**src/rtl/spr_params.svh**
```systemverilog
// Constants of the inbound side of the serial peer port: offsets, fields, resets, levels.
// Assumes APB byte addresses in the low eight bits and 32-bit register words.
//
// Behaviour
// - Region chosen by cumulative region size sums
// - Local address = packet + offset - lower sizes
// - Address beyond all regions translates to zero
// - Send pause symbol when inbound queues fill
// - Each inbound queue stores sixteen 32-bit words plus a head word
// - Send resume symbol once storage drains to half
// - Software reset bit halts engines, drops link
// - Software reset restores only status register
// - Hardware reset restores all registers, enables link
// - Pending bits set by write, packet, error
// - Remote routing sends pending bits, clears when sent
// - Local routing moves pending bits, pulses interrupt
// - Status write with bits left gives pulse
// - Priority vector reads lowest set bit, write clears in local routing
// - Priority register shows none-pending flag
// - Interrupt packet status written to pointer target when that is pending/set
// - Remote and local error flags set on errors
// - Enabled error posts pending bit at selected position
// - Remote error set at link-up, write-one clears
`ifndef SPR_PARAMS_SVH
`define SPR_PARAMS_SVH

// Register byte offsets
`define SPR_OFF_CTRL      8'h04
`define SPR_OFF_STATUS    8'h08
`define SPR_OFF_PRIO      8'h0C
`define SPR_OFF_STAT_CLR  8'h10
`define SPR_OFF_PEND_SET  8'h14
`define SPR_OFF_PTR       8'h18
`define SPR_OFF_MAP_BASE  8'h20
`define SPR_OFF_MAP_LAST  8'h3C

// Control fields
`define SPR_CTRL_SWRST    0
`define SPR_CTRL_WRLOCAL  7
`define SPR_CTRL_ERRSEL   12:8
`define SPR_CTRL_ERREN    13
`define SPR_CTRL_LOCAL    14

// Status fields
`define SPR_STAT_LINK     0
`define SPR_STAT_REMERR   8
`define SPR_STAT_LOCERR   9

// Priority register fields
`define SPR_PRIO_NONE     31

// Reset values
`define SPR_CTRL_RST      32'h0000_0000
`define SPR_PTR_RST       32'h0000_0000
`define SPR_MAP_RST       32'h0000_0000

// Inbound packet layout and type codes
`define SPR_PKT_BITS      7'h48
`define SPR_PKT_WRITE     8'h01
`define SPR_PKT_IRQ       8'h02

// Queue geometry and resume level
`define SPR_Q_WIDTH       32
`define SPR_Q_DEPTH       16
`define SPR_Q_FULL        5'h10
`define SPR_RESUME_LEVEL  5'h08

`endif

```
**src/rtl/spr_pkg.sv**
```systemverilog
// Types shared by the inbound side of the serial peer port.
// Assumes spr_params.svh is visible for field widths.
package spr_pkg;

  // Inbound receive engine
  typedef enum logic [0:0] {RX_IDLE, RX_SHIFT} spr_rx_t;

  // Outbound interrupt packet engine
  typedef enum logic [0:0] {TX_IDLE, TX_WAIT} spr_tx_t;

  // Whole state of the top module
  typedef struct packed {
    logic [31:0]      ctrl;
    logic [3:0][31:0] mapSize;
    logic [3:0][31:0] mapOff;
    logic [31:0]      ptr;
    logic [31:0]      pendSet;
    logic [31:0]      statClr;
    logic             remErr;
    logic             locErr;
    logic [5:0]       syncA;
    logic [5:0]       syncB;
    logic [5:0]       pinPrev;
    spr_rx_t          rxState;
    logic [71:0]      shift;
    logic [6:0]       bitCnt;
    spr_tx_t          txState;
    logic [31:0]      txData;
    logic             paused;
    logic             fcPause;
    logic             fcResume;
    logic             irqPulse;
    logic [31:0]      prdata;
    logic             qPush;
    logic [31:0]      qAddr;
    logic [31:0]      qData;
  } spr_state_t;

  // Whole state of one inbound queue
  typedef struct packed {
    logic [15:0][31:0] mem;
    logic [3:0]        wp;
    logic [3:0]        rp;
    logic [4:0]        cnt;
    logic [31:0]       out;
    logic              outValid;
  } spr_q_state_t;

endpackage

```
**src/rtl/spr_rxq_if.sv**
```systemverilog
// Connection between the top module and one inbound queue.
// Assumes one clock domain; the queue pushes and pops on ref_clk.
`timescale 1ns/1ns
interface spr_rxq_if;
  logic        pushValid;  // Word offered to the queue
  logic        pushReady;  // Queue has room
  logic [31:0] pushData;   // Word to store
  logic        popValid;   // Head word present
  logic        popReady;   // Consumer takes head word
  logic [31:0] popData;    // Head word, registered
  logic [4:0]  level;      // Words held, storage only
  logic        flush;      // Drop all contents

  modport queue (input pushValid, pushData, popReady, flush, output pushReady, popValid, popData, level);
  modport user  (output pushValid, pushData, popReady, flush, input pushReady, popValid, popData, level);
endinterface

```
**src/rtl/spr_rx_queue.sv**
```systemverilog
// Inbound queue of sixteen 32-bit words with a registered head word.
// Assumes push is offered only while pushReady is high.
`timescale 1ns/1ns
`include "spr_params.svh"
module spr_rx_queue
  import spr_pkg::*;
(
  input  wire logic   ref_clk,
  input  wire logic   nrst,
  spr_rxq_if.queue    q
);

  spr_q_state_t s_q;  // Registered state
  spr_q_state_t s_d;  // Next state

  // Storage level drives back-pressure; head register is extra slack
  assign q.pushReady = (s_q.cnt != `SPR_Q_FULL);
  assign q.popValid  = s_q.outValid;
  assign q.popData   = s_q.out;
  assign q.level     = s_q.cnt;

  // Next-state logic
  always_comb begin
    s_d = s_q;
    if (q.popReady) begin
      s_d.outValid = 1'b0;
    end
    // Refill the head word when it is free or being taken
    if ((!s_q.outValid || q.popReady) && (s_q.cnt != 5'h00)) begin
      s_d.out      = s_q.mem[s_q.rp];
      s_d.outValid = 1'b1;
      s_d.rp       = s_q.rp + 4'h1;
      s_d.cnt      = s_d.cnt - 5'h01;
    end
    // Store an offered word into the ring
    if (q.pushValid && q.pushReady) begin
      s_d.mem[s_q.wp] = q.pushData;
      s_d.wp          = s_q.wp + 4'h1;
      s_d.cnt         = s_d.cnt + 5'h01;
    end
    // Flush wins over everything
    if (q.flush) begin
      s_d.wp       = 4'h0;
      s_d.rp       = 4'h0;
      s_d.cnt      = 5'h00;
      s_d.outValid = 1'b0;
    end
  end

  // State register
  always_ff @(posedge ref_clk or negedge nrst) begin
    if (!nrst) begin
      s_q <= '0;
    end else begin
      s_q <= s_d;
    end
  end

  // Never store beyond sixteen words
  queue_bound_a: assert property (@(posedge ref_clk) disable iff (!nrst) s_q.cnt <= `SPR_Q_FULL)
    else $error("queue level above sixteen");

endmodule

```
**src/rtl/spr_rx_top.sv**
```systemverilog
// Inbound side of the serial peer port: translation, flow control, resets, interrupts.
// Assumes an APB master on ref_clk and link pins from another clock, sampled here.
`timescale 1ns/1ns
`include "spr_params.svh"
module spr_rx_top
  import spr_pkg::*;
(
  input  wire logic        ref_clk,
  input  wire logic        nrst,
  input  wire logic        psel,
  input  wire logic        penable,
  input  wire logic        pwrite,
  input  wire logic [7:0]  paddr,
  input  wire logic [31:0] pwdata,
  output logic [31:0]      prdata,
  output logic             pready,
  output logic             pslverr,
  input  wire logic        linkClk,
  input  wire logic        linkData,
  input  wire logic        linkFrame,
  input  wire logic        linkUp,
  input  wire logic        remoteErrIn,
  input  wire logic        txIrqDone,
  output logic             linkEnable,
  output logic             fcPause,
  output logic             fcResume,
  output logic             txIrqValid,
  output logic [31:0]      txIrqData,
  output logic             port_irq_out,
  output logic             rdValid,
  input  wire logic        rdReady,
  output logic [31:0]      rdAddr,
  output logic [31:0]      rdData
);

  // Synchroniser lanes
  localparam int P_CLK = 0;
  localparam int P_DAT = 1;
  localparam int P_FRM = 2;
  localparam int P_UP  = 3;
  localparam int P_REM = 4;
  localparam int P_DON = 5;

  spr_state_t  s_q;          // Registered state
  spr_state_t  s_d;          // Next state
  spr_rxq_if   qa ();        // Translated address queue
  spr_rxq_if   qb ();        // Data queue
  logic [31:0] runSum [4];   // Cumulative region sizes
  logic [31:0] pktAddr;      // Address of a finished packet
  logic [31:0] xlAddr;       // Translated address
  logic        swRst;        // Software reset held
  logic        rxDone;       // Packet of full length just finished
  logic        apbAccess;    // APB access phase
  logic        apbWrite;     // Write takes effect this edge
  logic        mapped;       // Address hits a register
  logic        nonePend;     // Nothing in status/clear

  // Two queues, one per half of a write
  spr_rx_queue uQueueA (.ref_clk(ref_clk), .nrst(nrst), .q(qa.queue));
  spr_rx_queue uQueueB (.ref_clk(ref_clk), .nrst(nrst), .q(qb.queue));

  assign qa.pushValid = s_q.qPush;
  assign qa.pushData  = s_q.qAddr;
  assign qb.pushValid = s_q.qPush;
  assign qb.pushData  = s_q.qData;
  assign qa.popReady  = rdReady && rdValid;
  assign qb.popReady  = rdReady && rdValid;
  assign qa.flush     = swRst;
  assign qb.flush     = swRst;
  assign rdValid      = qa.popValid && qb.popValid;
  assign rdAddr       = qa.popData;
  assign rdData       = qb.popData;

  // Lowest set bit is the most urgent vector
  function automatic logic [4:0] prioIdx(input logic [31:0] bits);
    logic [4:0] idx;
    idx = 5'h00;
    for (int i = 31; i >= 0; i--) begin
      if (bits[i]) begin
        idx = 5'(i);
      end
    end
    return idx;
  endfunction

  // Running sums pick the region; sizes total at most 64 MB so no wrap
  assign runSum[0] = s_q.mapSize[0];
  assign runSum[1] = runSum[0] + s_q.mapSize[1];
  assign runSum[2] = runSum[1] + s_q.mapSize[2];
  assign runSum[3] = runSum[2] + s_q.mapSize[3];
  assign pktAddr   = s_q.shift[63:32];

  // First region whose cumulative size exceeds the address wins
  always_comb begin
    if (pktAddr < runSum[0]) begin
      xlAddr = pktAddr + s_q.mapOff[0];
    end else if (pktAddr < runSum[1]) begin
      xlAddr = pktAddr + s_q.mapOff[1] - runSum[0];
    end else if (pktAddr < runSum[2]) begin
      xlAddr = pktAddr + s_q.mapOff[2] - runSum[1];
    end else if (pktAddr < runSum[3]) begin
      xlAddr = pktAddr + s_q.mapOff[3] - runSum[2];
    end else begin
      xlAddr = 32'h0000_0000;
    end
  end

  assign swRst     = s_q.ctrl[`SPR_CTRL_SWRST];
  assign rxDone    = (s_q.rxState == RX_SHIFT) && (s_q.bitCnt == `SPR_PKT_BITS);
  assign apbAccess = psel && penable;
  assign apbWrite  = apbAccess && pwrite;
  assign nonePend  = (s_q.statClr == 32'h0000_0000);
  assign mapped    = (paddr == `SPR_OFF_CTRL) || (paddr == `SPR_OFF_STATUS) || (paddr == `SPR_OFF_PRIO) ||
                     (paddr == `SPR_OFF_STAT_CLR) || (paddr == `SPR_OFF_PEND_SET) || (paddr == `SPR_OFF_PTR) ||
                     ((paddr >= `SPR_OFF_MAP_BASE) && (paddr <= `SPR_OFF_MAP_LAST) && (paddr[1:0] == 2'b00));

  // Read data is captured in setup, so the access phase never waits
  assign pready     = 1'b1;
  assign pslverr    = apbAccess && !mapped;
  assign prdata     = s_q.prdata;
  assign linkEnable = !swRst;
  assign fcPause    = s_q.fcPause;
  assign fcResume   = s_q.fcResume;
  assign txIrqValid = (s_q.txState == TX_WAIT);
  assign txIrqData  = s_q.txData;
  assign port_irq_out = s_q.irqPulse;

  // All next-state logic
  always_comb begin
    logic        clkRise;     // Link clock edge seen
    logic        remSet;      // Remote error event
    logic        locSet;      // Local error event
    logic [31:0] moved;       // Pending bits handed over locally
    logic [3:0]  mapIdx;      // Map word index
    logic        linkNow;     // Link state seen by status
    clkRise = 1'b0;
    remSet  = 1'b0;
    locSet  = 1'b0;
    moved   = 32'h0000_0000;
    mapIdx  = 4'(paddr[5:2] - 4'h8);
    linkNow = s_q.syncB[P_UP] && !swRst;
    s_d = s_q;
    s_d.fcPause  = 1'b0;
    s_d.fcResume = 1'b0;
    s_d.irqPulse = 1'b0;
    s_d.qPush    = 1'b0;

    // Two flops per pin and a third for edges; the first is never looked at
    s_d.syncA   = {txIrqDone, remoteErrIn, linkUp, linkFrame, linkData, linkClk};
    s_d.syncB   = s_q.syncA;
    s_d.pinPrev = s_q.syncB;
    clkRise     = s_q.syncB[P_CLK] && !s_q.pinPrev[P_CLK];

    // Remote routing: one packet at a time; sent bits clear first so later sets this cycle win
    case (s_q.txState)
      TX_IDLE: begin
        if (!s_q.ctrl[`SPR_CTRL_LOCAL] && (s_q.pendSet != 32'h0000_0000)) begin
          s_d.txData  = s_q.pendSet;
          s_d.txState = TX_WAIT;
        end
      end
      TX_WAIT: begin
        if (s_q.syncB[P_DON] && !s_q.pinPrev[P_DON]) begin
          s_d.pendSet = s_q.pendSet & ~s_q.txData;
          s_d.txState = TX_IDLE;
        end
      end
      default: begin
        s_d.txState = TX_IDLE;
      end
    endcase

    // Receive engine: shift on link clock edges inside a frame
    case (s_q.rxState)
      RX_IDLE: begin
        s_d.bitCnt = 7'h00;
        if (s_q.syncB[P_FRM] && clkRise) begin
          s_d.shift   = {s_q.shift[70:0], s_q.syncB[P_DAT]};
          s_d.bitCnt  = 7'h01;
          s_d.rxState = RX_SHIFT;
        end
      end
      RX_SHIFT: begin
        if (rxDone) begin
          s_d.rxState = RX_IDLE;
          if (s_q.shift[71:64] == `SPR_PKT_WRITE) begin
            if (qa.pushReady && qb.pushReady) begin
              s_d.qPush = 1'b1;
              s_d.qAddr = xlAddr;
              s_d.qData = s_q.shift[31:0];
            end else begin
              locSet = 1'b1;  // Peer ignored the pause
            end
          end else if (s_q.shift[71:64] == `SPR_PKT_IRQ) begin
            // Status lands in pending/set only through a local pointer to it
            if (s_q.ctrl[`SPR_CTRL_WRLOCAL] && (s_q.ptr[7:0] == `SPR_OFF_PEND_SET)) begin
              s_d.pendSet = s_d.pendSet | s_q.shift[31:0];
            end
          end else begin
            locSet = 1'b1;
          end
        end else if (!s_q.syncB[P_FRM]) begin
          s_d.rxState = RX_IDLE;
          locSet      = 1'b1;  // Short frame
        end else if (clkRise) begin
          s_d.shift  = {s_q.shift[70:0], s_q.syncB[P_DAT]};
          s_d.bitCnt = s_q.bitCnt + 7'h01;
        end
      end
      default: begin
        s_d.rxState = RX_IDLE;
      end
    endcase

    // Pause when storage is used up, resume when half drains
    if (!s_q.paused && (qa.level == `SPR_Q_FULL)) begin
      s_d.paused  = 1'b1;
      s_d.fcPause = 1'b1;
    end else if (s_q.paused && (qa.level <= `SPR_RESUME_LEVEL)) begin
      s_d.paused   = 1'b0;
      s_d.fcResume = 1'b1;
    end

    // Error events from the peer and from link-up
    if (s_q.syncB[P_REM] && !s_q.pinPrev[P_REM]) begin
      remSet = 1'b1;
    end
    if (s_q.syncB[P_UP] && !s_q.pinPrev[P_UP]) begin
      remSet = 1'b1;
    end

    // APB setup phase captures read data
    if (psel && !penable && !pwrite) begin
      s_d.prdata = 32'h0000_0000;
      case (paddr)
        `SPR_OFF_CTRL:     s_d.prdata = s_q.ctrl;
        `SPR_OFF_STATUS: begin
          s_d.prdata[`SPR_STAT_LINK]   = linkNow;
          s_d.prdata[`SPR_STAT_REMERR] = s_q.remErr;
          s_d.prdata[`SPR_STAT_LOCERR] = s_q.locErr;
        end
        `SPR_OFF_PRIO: begin
          s_d.prdata[4:0]            = prioIdx(s_q.statClr);
          s_d.prdata[`SPR_PRIO_NONE] = nonePend;
        end
        `SPR_OFF_STAT_CLR: s_d.prdata = s_q.statClr;
        `SPR_OFF_PEND_SET: s_d.prdata = s_q.pendSet;
        `SPR_OFF_PTR:      s_d.prdata = s_q.ptr;
        default: begin
          if (mapped && (paddr >= `SPR_OFF_MAP_BASE)) begin
            s_d.prdata = mapIdx[0] ? s_q.mapOff[mapIdx[3:1]] : s_q.mapSize[mapIdx[3:1]];
          end
        end
      endcase
    end

    // Interrupt forwarding by routing mode
    if (s_q.ctrl[`SPR_CTRL_LOCAL]) begin
      moved       = s_q.pendSet;
      s_d.statClr = s_q.statClr | moved;
      s_d.pendSet = s_d.pendSet & ~moved;
      if (moved != 32'h0000_0000) begin
        s_d.irqPulse = 1'b1;
      end
    end

    // APB access phase: writes; clears lose to sets arriving together
    if (apbWrite) begin
      case (paddr)
        `SPR_OFF_CTRL:     s_d.ctrl = pwdata;
        `SPR_OFF_STATUS: begin
          s_d.remErr = s_q.remErr && !pwdata[`SPR_STAT_REMERR];
          s_d.locErr = s_q.locErr && !pwdata[`SPR_STAT_LOCERR];
        end
        `SPR_OFF_PRIO: begin
          if (s_q.ctrl[`SPR_CTRL_LOCAL]) begin
            s_d.statClr[pwdata[4:0]] = 1'b0;
            s_d.statClr = s_d.statClr | moved;
          end
        end
        `SPR_OFF_STAT_CLR: begin
          s_d.statClr = (s_q.statClr & ~pwdata) | moved;
          if (s_d.statClr != 32'h0000_0000) begin
            s_d.irqPulse = 1'b1;
          end
        end
        `SPR_OFF_PEND_SET: s_d.pendSet = s_d.pendSet | pwdata;
        `SPR_OFF_PTR:      s_d.ptr = pwdata;
        default: begin
          if (mapped && (paddr >= `SPR_OFF_MAP_BASE)) begin
            if (mapIdx[0]) begin
              s_d.mapOff[mapIdx[3:1]] = pwdata;
            end else begin
              s_d.mapSize[mapIdx[3:1]] = pwdata;
            end
          end
        end
      endcase
    end

    // Error flags; a set beats a simultaneous write-one clear
    if (remSet) begin
      s_d.remErr = 1'b1;
    end
    if (locSet) begin
      s_d.locErr = 1'b1;
    end
    if ((remSet || locSet) && s_q.ctrl[`SPR_CTRL_ERREN]) begin
      s_d.pendSet[s_q.ctrl[`SPR_CTRL_ERRSEL]] = 1'b1;
    end

    // Software reset: engines idle, status to default, registers kept
    if (swRst) begin
      s_d.rxState  = RX_IDLE;
      s_d.txState  = TX_IDLE;
      s_d.paused   = 1'b0;
      s_d.qPush    = 1'b0;
      s_d.fcPause  = 1'b0;
      s_d.fcResume = 1'b0;
      s_d.remErr   = 1'b0;
      s_d.locErr   = 1'b0;
    end
  end

  // State register; hardware reset clears every register
  always_ff @(posedge ref_clk or negedge nrst) begin
    if (!nrst) begin
      s_q         <= '0;
      s_q.ctrl    <= `SPR_CTRL_RST;
      s_q.ptr     <= `SPR_PTR_RST;
      s_q.mapSize <= {4{`SPR_MAP_RST}};
      s_q.mapOff  <= {4{`SPR_MAP_RST}};
    end else begin
      s_q <= s_d;
    end
  end

  // Address outside every region lands at zero
  xlate_zero_a: assert property (@(posedge ref_clk) disable iff (!nrst)
    rxDone && !swRst && (s_q.shift[71:64] == `SPR_PKT_WRITE) && (pktAddr >= runSum[3]) && qa.pushReady
    |=> s_q.qPush && (s_q.qAddr == 32'h0000_0000))
    else $error("out-of-map address not zero");

  // Second region subtracts the first size
  xlate_region_a: assert property (@(posedge ref_clk) disable iff (!nrst)
    rxDone && !swRst && (s_q.shift[71:64] == `SPR_PKT_WRITE) && (pktAddr >= runSum[0]) &&
    (pktAddr < runSum[1]) && qa.pushReady
    |=> s_q.qAddr == $past(pktAddr) + $past(s_q.mapOff[1]) - $past(s_q.mapSize[0]))
    else $error("region two translation wrong");

  // Full storage raises a pause next cycle
  pause_full_a: assert property (@(posedge ref_clk) disable iff (!nrst)
    !s_q.paused && (qa.level == `SPR_Q_FULL) && !swRst |=> fcPause ##1 !fcPause)
    else $error("pause symbol missing");

  // Drained storage raises a resume next cycle
  resume_free_a: assert property (@(posedge ref_clk) disable iff (!nrst)
    s_q.paused && (qa.level <= `SPR_RESUME_LEVEL) && !swRst |=> fcResume && !s_q.paused)
    else $error("resume symbol missing");

  // Software reset keeps the link off and the status clear
  swrst_hold_a: assert property (@(posedge ref_clk) disable iff (!nrst)
    swRst ##1 swRst |-> !linkEnable && !s_q.remErr && !s_q.locErr && (s_q.rxState == RX_IDLE))
    else $error("software reset not holding");

  // Local routing moves bits and pulses the line
  local_move_a: assert property (@(posedge ref_clk) disable iff (!nrst)
    s_q.ctrl[`SPR_CTRL_LOCAL] && (s_q.pendSet != 32'h0000_0000) && !apbWrite
    |=> port_irq_out && ((s_q.statClr & $past(s_q.pendSet)) == $past(s_q.pendSet)))
    else $error("local interrupt hand-over failed");

  // Priority read flags an empty status/clear register
  none_flag_a: assert property (@(posedge ref_clk) disable iff (!nrst)
    psel && !penable && !pwrite && (paddr == `SPR_OFF_PRIO)
    |=> prdata[`SPR_PRIO_NONE] == $past(nonePend))
    else $error("none-pending flag wrong");

  // Enabled error posts its selected pending bit
  err_post_a: assert property (@(posedge ref_clk) disable iff (!nrst)
    s_q.ctrl[`SPR_CTRL_ERREN] && !swRst && s_q.syncB[P_REM] && !s_q.pinPrev[P_REM] && !apbWrite
    |=> s_q.remErr && (s_q.pendSet[$past(s_q.ctrl[`SPR_CTRL_ERRSEL])] ||
        s_q.statClr[$past(s_q.ctrl[`SPR_CTRL_ERRSEL])]))
    else $error("error interrupt not posted");

  // Remote routing offers the pending word as a packet
  tx_offer_a: assert property (@(posedge ref_clk) disable iff (!nrst)
    !s_q.ctrl[`SPR_CTRL_LOCAL] && (s_q.txState == TX_IDLE) && (s_q.pendSet != 32'h0000_0000) && !swRst
    |=> txIrqValid && (txIrqData == $past(s_q.pendSet)))
    else $error("interrupt packet not offered");

endmodule

```
**config.mk**
```make
export PLATFORM = sky130hd
export DESIGN_NAME = spr_rx_top
export DESIGN_NICKNAME = d
export VERILOG_FILES = /design/src/rtl/spr_pkg.sv /design/src/rtl/spr_rxq_if.sv /design/src/rtl/spr_rx_queue.sv /design/src/rtl/spr_rx_top.sv
export VERILOG_INCLUDE_DIRS = /design/src /design/src/rtl
export SDC_FILE = /design/constraint.sdc
export NUM_CORES = 2
export LEC_CHECK = 0
export BUFFER_PORTS_ARGS = -buffer_cell sky130_fd_sc_hd__buf_2
export CAP_MARGIN = 20
export CORE_MARGIN = 3
export CORE_UTILIZATION = 35
export DETAILED_ROUTE_END_ITERATION = 8
export SLEW_MARGIN = 20
export SYNTH_ARGS = -nofsm -noshare
export SYNTH_HDL_FRONTEND = slang
export SYNTH_SLANG_ARGS = --single-unit
```
**constraint.sdc**
```tcl
create_clock -name ref_clk -period 7.96 [get_ports ref_clk]
set_input_delay 0.398 -clock ref_clk [delete_from_list [all_inputs] [get_ports ref_clk]]
set_output_delay 0.398 -clock ref_clk [all_outputs]
set_load 0.1 [all_outputs]
```
==> reports/metrics.cfg <==
[synthesis]
proportion_of_synthesized_flip_flops_having_asynchronous_set_or_reset=1.00
synth.area.mux_share=0.268
syn-instance-count=7539
synth-main-ff-cell=sky130_fd_sc_hd__dfrtp_1
synth.ff_latch_count=1732
main_combinational_cell_family_by_area_after_synthesis=multiplexers
synth_fp_nets=8056
synth.avg_cell_area_um2=12.5
synth-adder-area-share=0.0696
yosys.cell_types.count=94
synth_xor_xnor_area_share=0.0223
synth-edff-count=0
synth_area_in_compound_gates=0.0837
syn_area_um2=94100
total_of_warnings_raised_by_yosys=0
yosysSeqAreaShare=0.461
synth_simple_gate_area_share=0.0550

[power_and_ir_drop]
clock_power_share=0.453
powerDensity_nw_per_um2=190
p_leak_nw=50.4
power.internal_mw=14.8
total_power_mw=20.1
power_switching_share=0.266
pwr-share-comb=0.099
switching_power_mw=5.34
power.sequential.fraction=0.449
worst_vdd_drop_mv=0.232

[clock_network]
tritoncts.num_buffers=189
cts_htree_levels=4
clock_sink_count=1732
tritoncts=built
maximum_number_of_buffers_from_clock_root_to_sink=3
cts_root_buf=sky130_fd_sc_hd__clkbuf_16
clk_transition_reported_paths_ps=60
clock_latency_ps=870

[floorplanning]
io-pin-count=188
starting_density=0.353
placementRows=189
chipHeight_um=524
core_area_um2=266000
die_area_um2=275000
floorplan.die.width_um=524

[critical_path]
timing_worst_setup_path_type=reg -> reg
critical_path_required_ps=8630
critical_path.most_common_cell=sky130_fd_sc_hd__a21o_1
crit_path_start_kind=flop
critical_path.max_stage_delay_ps=400
slowest_stage=sky130_fd_sc_hd__dfrtp_1
critical_path_arrival_ps=8280
critical_path_peak_fanout=7
critPathCaptureType=flop

[global_route]
grt_start_max_net_pins=190
number_of_antenna_violations_at_the_first_check_in_global_routing=14
first_global_vias=64200
groute.usage.overall=0.206
globalRoute.totalOverflow=0
global_route_wire_length_before_repair_mm=428

[finish]
drive_above_1_share=0.348
areaGrowthSynthToFinish_pct=12.8
nNetsFinal=8092
final_cell_area_um2=106000
fillers=25200

[placed_design]
place_hpwl_mm=194
numPortBuffers=186
dpl-instance-area_um2=98700
place_ws_ps=-147
gp_routability_congestion=0.928

[timing]
max-slew-margin-rel=0.218
whs_ps=52.7
tightestPinTransition_ps=1160
finalCritPeriodShare=0.956
final-max-slew-violation-count=0
fin_skew_ps=84.4
finalSetupViolations=0
timing.fmax_ghz=0.131
hold_viol=0
min_period_ps=7610
post-route-worst-setup-slack_ps=347

[drt]
drt_wl_total_mm=287
postRouteAntennaNets=0
via_count=62900
routedWlPerCell_um=25.5
drt_iter0_markers=5266
post_drt_via_cell_ratio=5.58
detail_route.first_pass.iterations=6
post-route-drc-count=0

[worst_hold_path]
min-delay-path-class=in -> reg

[run_status]
outcome=completed

[flow_run]
drv.max_cap_violation_count=0

==> final cells by class <==
| cell class | count | area, um^2 | share of cell area |
|---|---|---|---|
| timing repair buffer | 420 | 2990 | 0.0282 |
| tap | 3533 | 4420 | 0.0417 |
| multi-input combinational | 4920 | 47500 | 0.448 |
| antenna | 5 | 12.5 | 0.000118 |
| clock inverter | 74 | 1080 | 0.0102 |
| clock buffer | 276 | 5480 | 0.0516 |
| inverter | 312 | 1170 | 0.0110 |
| sequential | 1732 | 43400 | 0.409 |
==> state kept, by name, summed over array words and instances, names as in the netlist, 5 cells and up <==
signal,cells
uQueueA.q.level,5
uQueueA.q.popData,32
qa.pushData,32
uQueueB.s_q,520
uQueueB.q.popData,32
uQueueB.q.level,5
prdata,32
s_d,12
s_q,406
qb.pushData,32
pktAddr,32
uQueueA.s_q,520
txIrqData,32
runSum,32
==> worst max-delay path, delay by kind of cell (launching register included) <==
kind                     cells  cell delay [ps]
adder cells (fa/ha/maj)      5             1520
XOR/XNOR                     3              240
buffers and inverters        5              720
AND/OR/NAND/NOR              4              480
flip-flops                   1              400
AO/OA/AOI/OAI               24             4040
==> synth_stat cells (12+ instances only) <==
master                        n  area [um^2]
sky130_fd_sc_hd__dfrtp_1   1732        43300
sky130_fd_sc_hd__mux2_2    1458        16400
sky130_fd_sc_hd__nand2_1    459         1720
sky130_fd_sc_hd__mux4_2     384         8650
sky130_fd_sc_hd__ha_1       368         4600
sky130_fd_sc_hd__clkbuf_1   337         1260
sky130_fd_sc_hd__a21oi_1    332         1660
sky130_fd_sc_hd__inv_1      312         1170
sky130_fd_sc_hd__o21ai_0    283         1420
sky130_fd_sc_hd__nor2_1     252          946
sky130_fd_sc_hd__xnor2_1    142         1240
sky130_fd_sc_hd__buf_4      131          983
sky130_fd_sc_hd__a22oi_1    109          818
sky130_fd_sc_hd__a21o_1     107          803
sky130_fd_sc_hd__buf_1      101          379
sky130_fd_sc_hd__fa_1        97         1940
sky130_fd_sc_hd__xor2_1      95          832
sky130_fd_sc_hd__nand3_1     82          410
sky130_fd_sc_hd__nor3_1      61          305
sky130_fd_sc_hd__nand2b_1    48          300
sky130_fd_sc_hd__o21ai_1     46          230
sky130_fd_sc_hd__nand4_1     42          263
sky130_fd_sc_hd__o21a_1      42          315
sky130_fd_sc_hd__a211oi_1    37          278
sky130_fd_sc_hd__nor2b_1     35          219
sky130_fd_sc_hd__o21bai_1    34          255
sky130_fd_sc_hd__a41oi_1     33          289
sky130_fd_sc_hd__or3_1       26          163
sky130_fd_sc_hd__a31oi_1     25          156
sky130_fd_sc_hd__a221oi_1    22          193
sky130_fd_sc_hd__nor4_1      22          138
sky130_fd_sc_hd__and2_1      20          125
sky130_fd_sc_hd__and3_1      20          125
sky130_fd_sc_hd__o22ai_1     20          125
sky130_fd_sc_hd__o31ai_1     18          135
sky130_fd_sc_hd__nand3b_1    15          113
sky130_fd_sc_hd__o211ai_1    13         97.6
sky130_fd_sc_hd__mux2i_1     12          120
==> metrics by stage <==
step	util	instances	TNS [ps]
final	0.398	11300	0
after global routing	0.398	11300	-308
after CTS	0.396	11200	0
after detailed placement	0.371	10900	-855
after global placement	0.371	10900	-92.8
after floorplan	-	7539	0
==> metal layers <==
| layer | vias up | track usage | share of wire |
|---|---|---|---|
| met2 | 1908 | 0.337 | 0.48 |
| met5 | - | 0 | 0.00014 |
| met1 | 33000 | 0.276 | 0.43 |
| met3 | 533 | 0.0333 | 0.058 |
| li1 | 27500 | - | - |
| met4 | 6 | 0.0723 | 0.036 |
==> logic make-up after synthesis <==
kind of cell,count (synthesis)
XOR/XNOR,238
AND/OR/NAND/NOR,1124
other,1
multiplexers,1854
buffers and inverters,887
adder cells (fa/ha/maj),465
AO/OA/AOI/OAI,1238
flip-flops,1732
==> final timing paths <==
path | start | end | slack [ps] | cells after the start
hold reg to reg | s_d[225] | s_d[219] | 350 | 0
min in group asynchronous | nrst | s_q[616] | 110 | 2
max in group asynchronous | nrst | uQueueB.q.popData[1] | 5580 | 4
setup / recovery | s_q[490] | qa.pushData[2] | 350 | 41
hold / removal | pwdata[19] | s_q[381] | 50 | 3
setup reg to reg | s_q[490] | qa.pushData[2] | 350 | 41
==> cells in the final DEF, fill, tap and decap left out, types with 18 or more instances in the layout <==
master and count:
sky130_fd_sc_hd__dfrtp_1 1722, sky130_fd_sc_hd__mux2_2 1458, sky130_fd_sc_hd__nand2_1 456, sky130_fd_sc_hd__mux4_2 384, sky130_fd_sc_hd__ha_1 363, sky130_fd_sc_hd__a21oi_1 313
sky130_fd_sc_hd__inv_1 312, sky130_fd_sc_hd__o21ai_0 273, sky130_fd_sc_hd__nor2_1 239, sky130_fd_sc_hd__buf_4 192, sky130_fd_sc_hd__clkbuf_16 191, sky130_fd_sc_hd__buf_2 183
sky130_fd_sc_hd__xnor2_1 139, sky130_fd_sc_hd__a22oi_1 108, sky130_fd_sc_hd__a21o_1 107, sky130_fd_sc_hd__fa_1 96, sky130_fd_sc_hd__xor2_1 95, sky130_fd_sc_hd__nand3_1 58
sky130_fd_sc_hd__nor3_1 55, sky130_fd_sc_hd__nand2b_1 48, sky130_fd_sc_hd__o21ai_1 47, sky130_fd_sc_hd__clkbuf_1 45, sky130_fd_sc_hd__nand4_1 42, sky130_fd_sc_hd__o21a_1 42
sky130_fd_sc_hd__clkbuf_8 42, sky130_fd_sc_hd__nor2b_1 35, sky130_fd_sc_hd__o21bai_1 34, sky130_fd_sc_hd__clkinv_2 33, sky130_fd_sc_hd__a211oi_1 32, sky130_fd_sc_hd__a41oi_1 30
sky130_fd_sc_hd__dlygate4sd3_1 26, sky130_fd_sc_hd__a31oi_1 24, sky130_fd_sc_hd__or3_1 23, sky130_fd_sc_hd__nor4_1 21, sky130_fd_sc_hd__and2_1 20, sky130_fd_sc_hd__and3_1 20
sky130_fd_sc_hd__o22ai_1 20, sky130_fd_sc_hd__a21oi_2 18, sky130_fd_sc_hd__a221oi_1 18
==> power by group through the flow <==
stage | logic [mW] | registers [mW] | clock network, mW
after floorplan | 1.24 | 9.12 | 0
after global placement | 1.90 | 9.17 | 0
after detailed placement | 1.92 | 9.17 | 0
after CTS | 1.94 | 9.01 | 9.31
after global routing | 2.14 | 9.02 | 9.66
final | 1.98 | 9.02 | 9.10
==> what timing repair did <==
item	4_1_cts	5_1_grt
cloned	0	2
hold buffers	26	0
endpoints found under the setup margin	29	32
gates resized for setup	7	71
pin swaps	3	51
hold endpoints to repair	137	0
buffers inserted	0	14
Power figures use the tool's default switching activity.
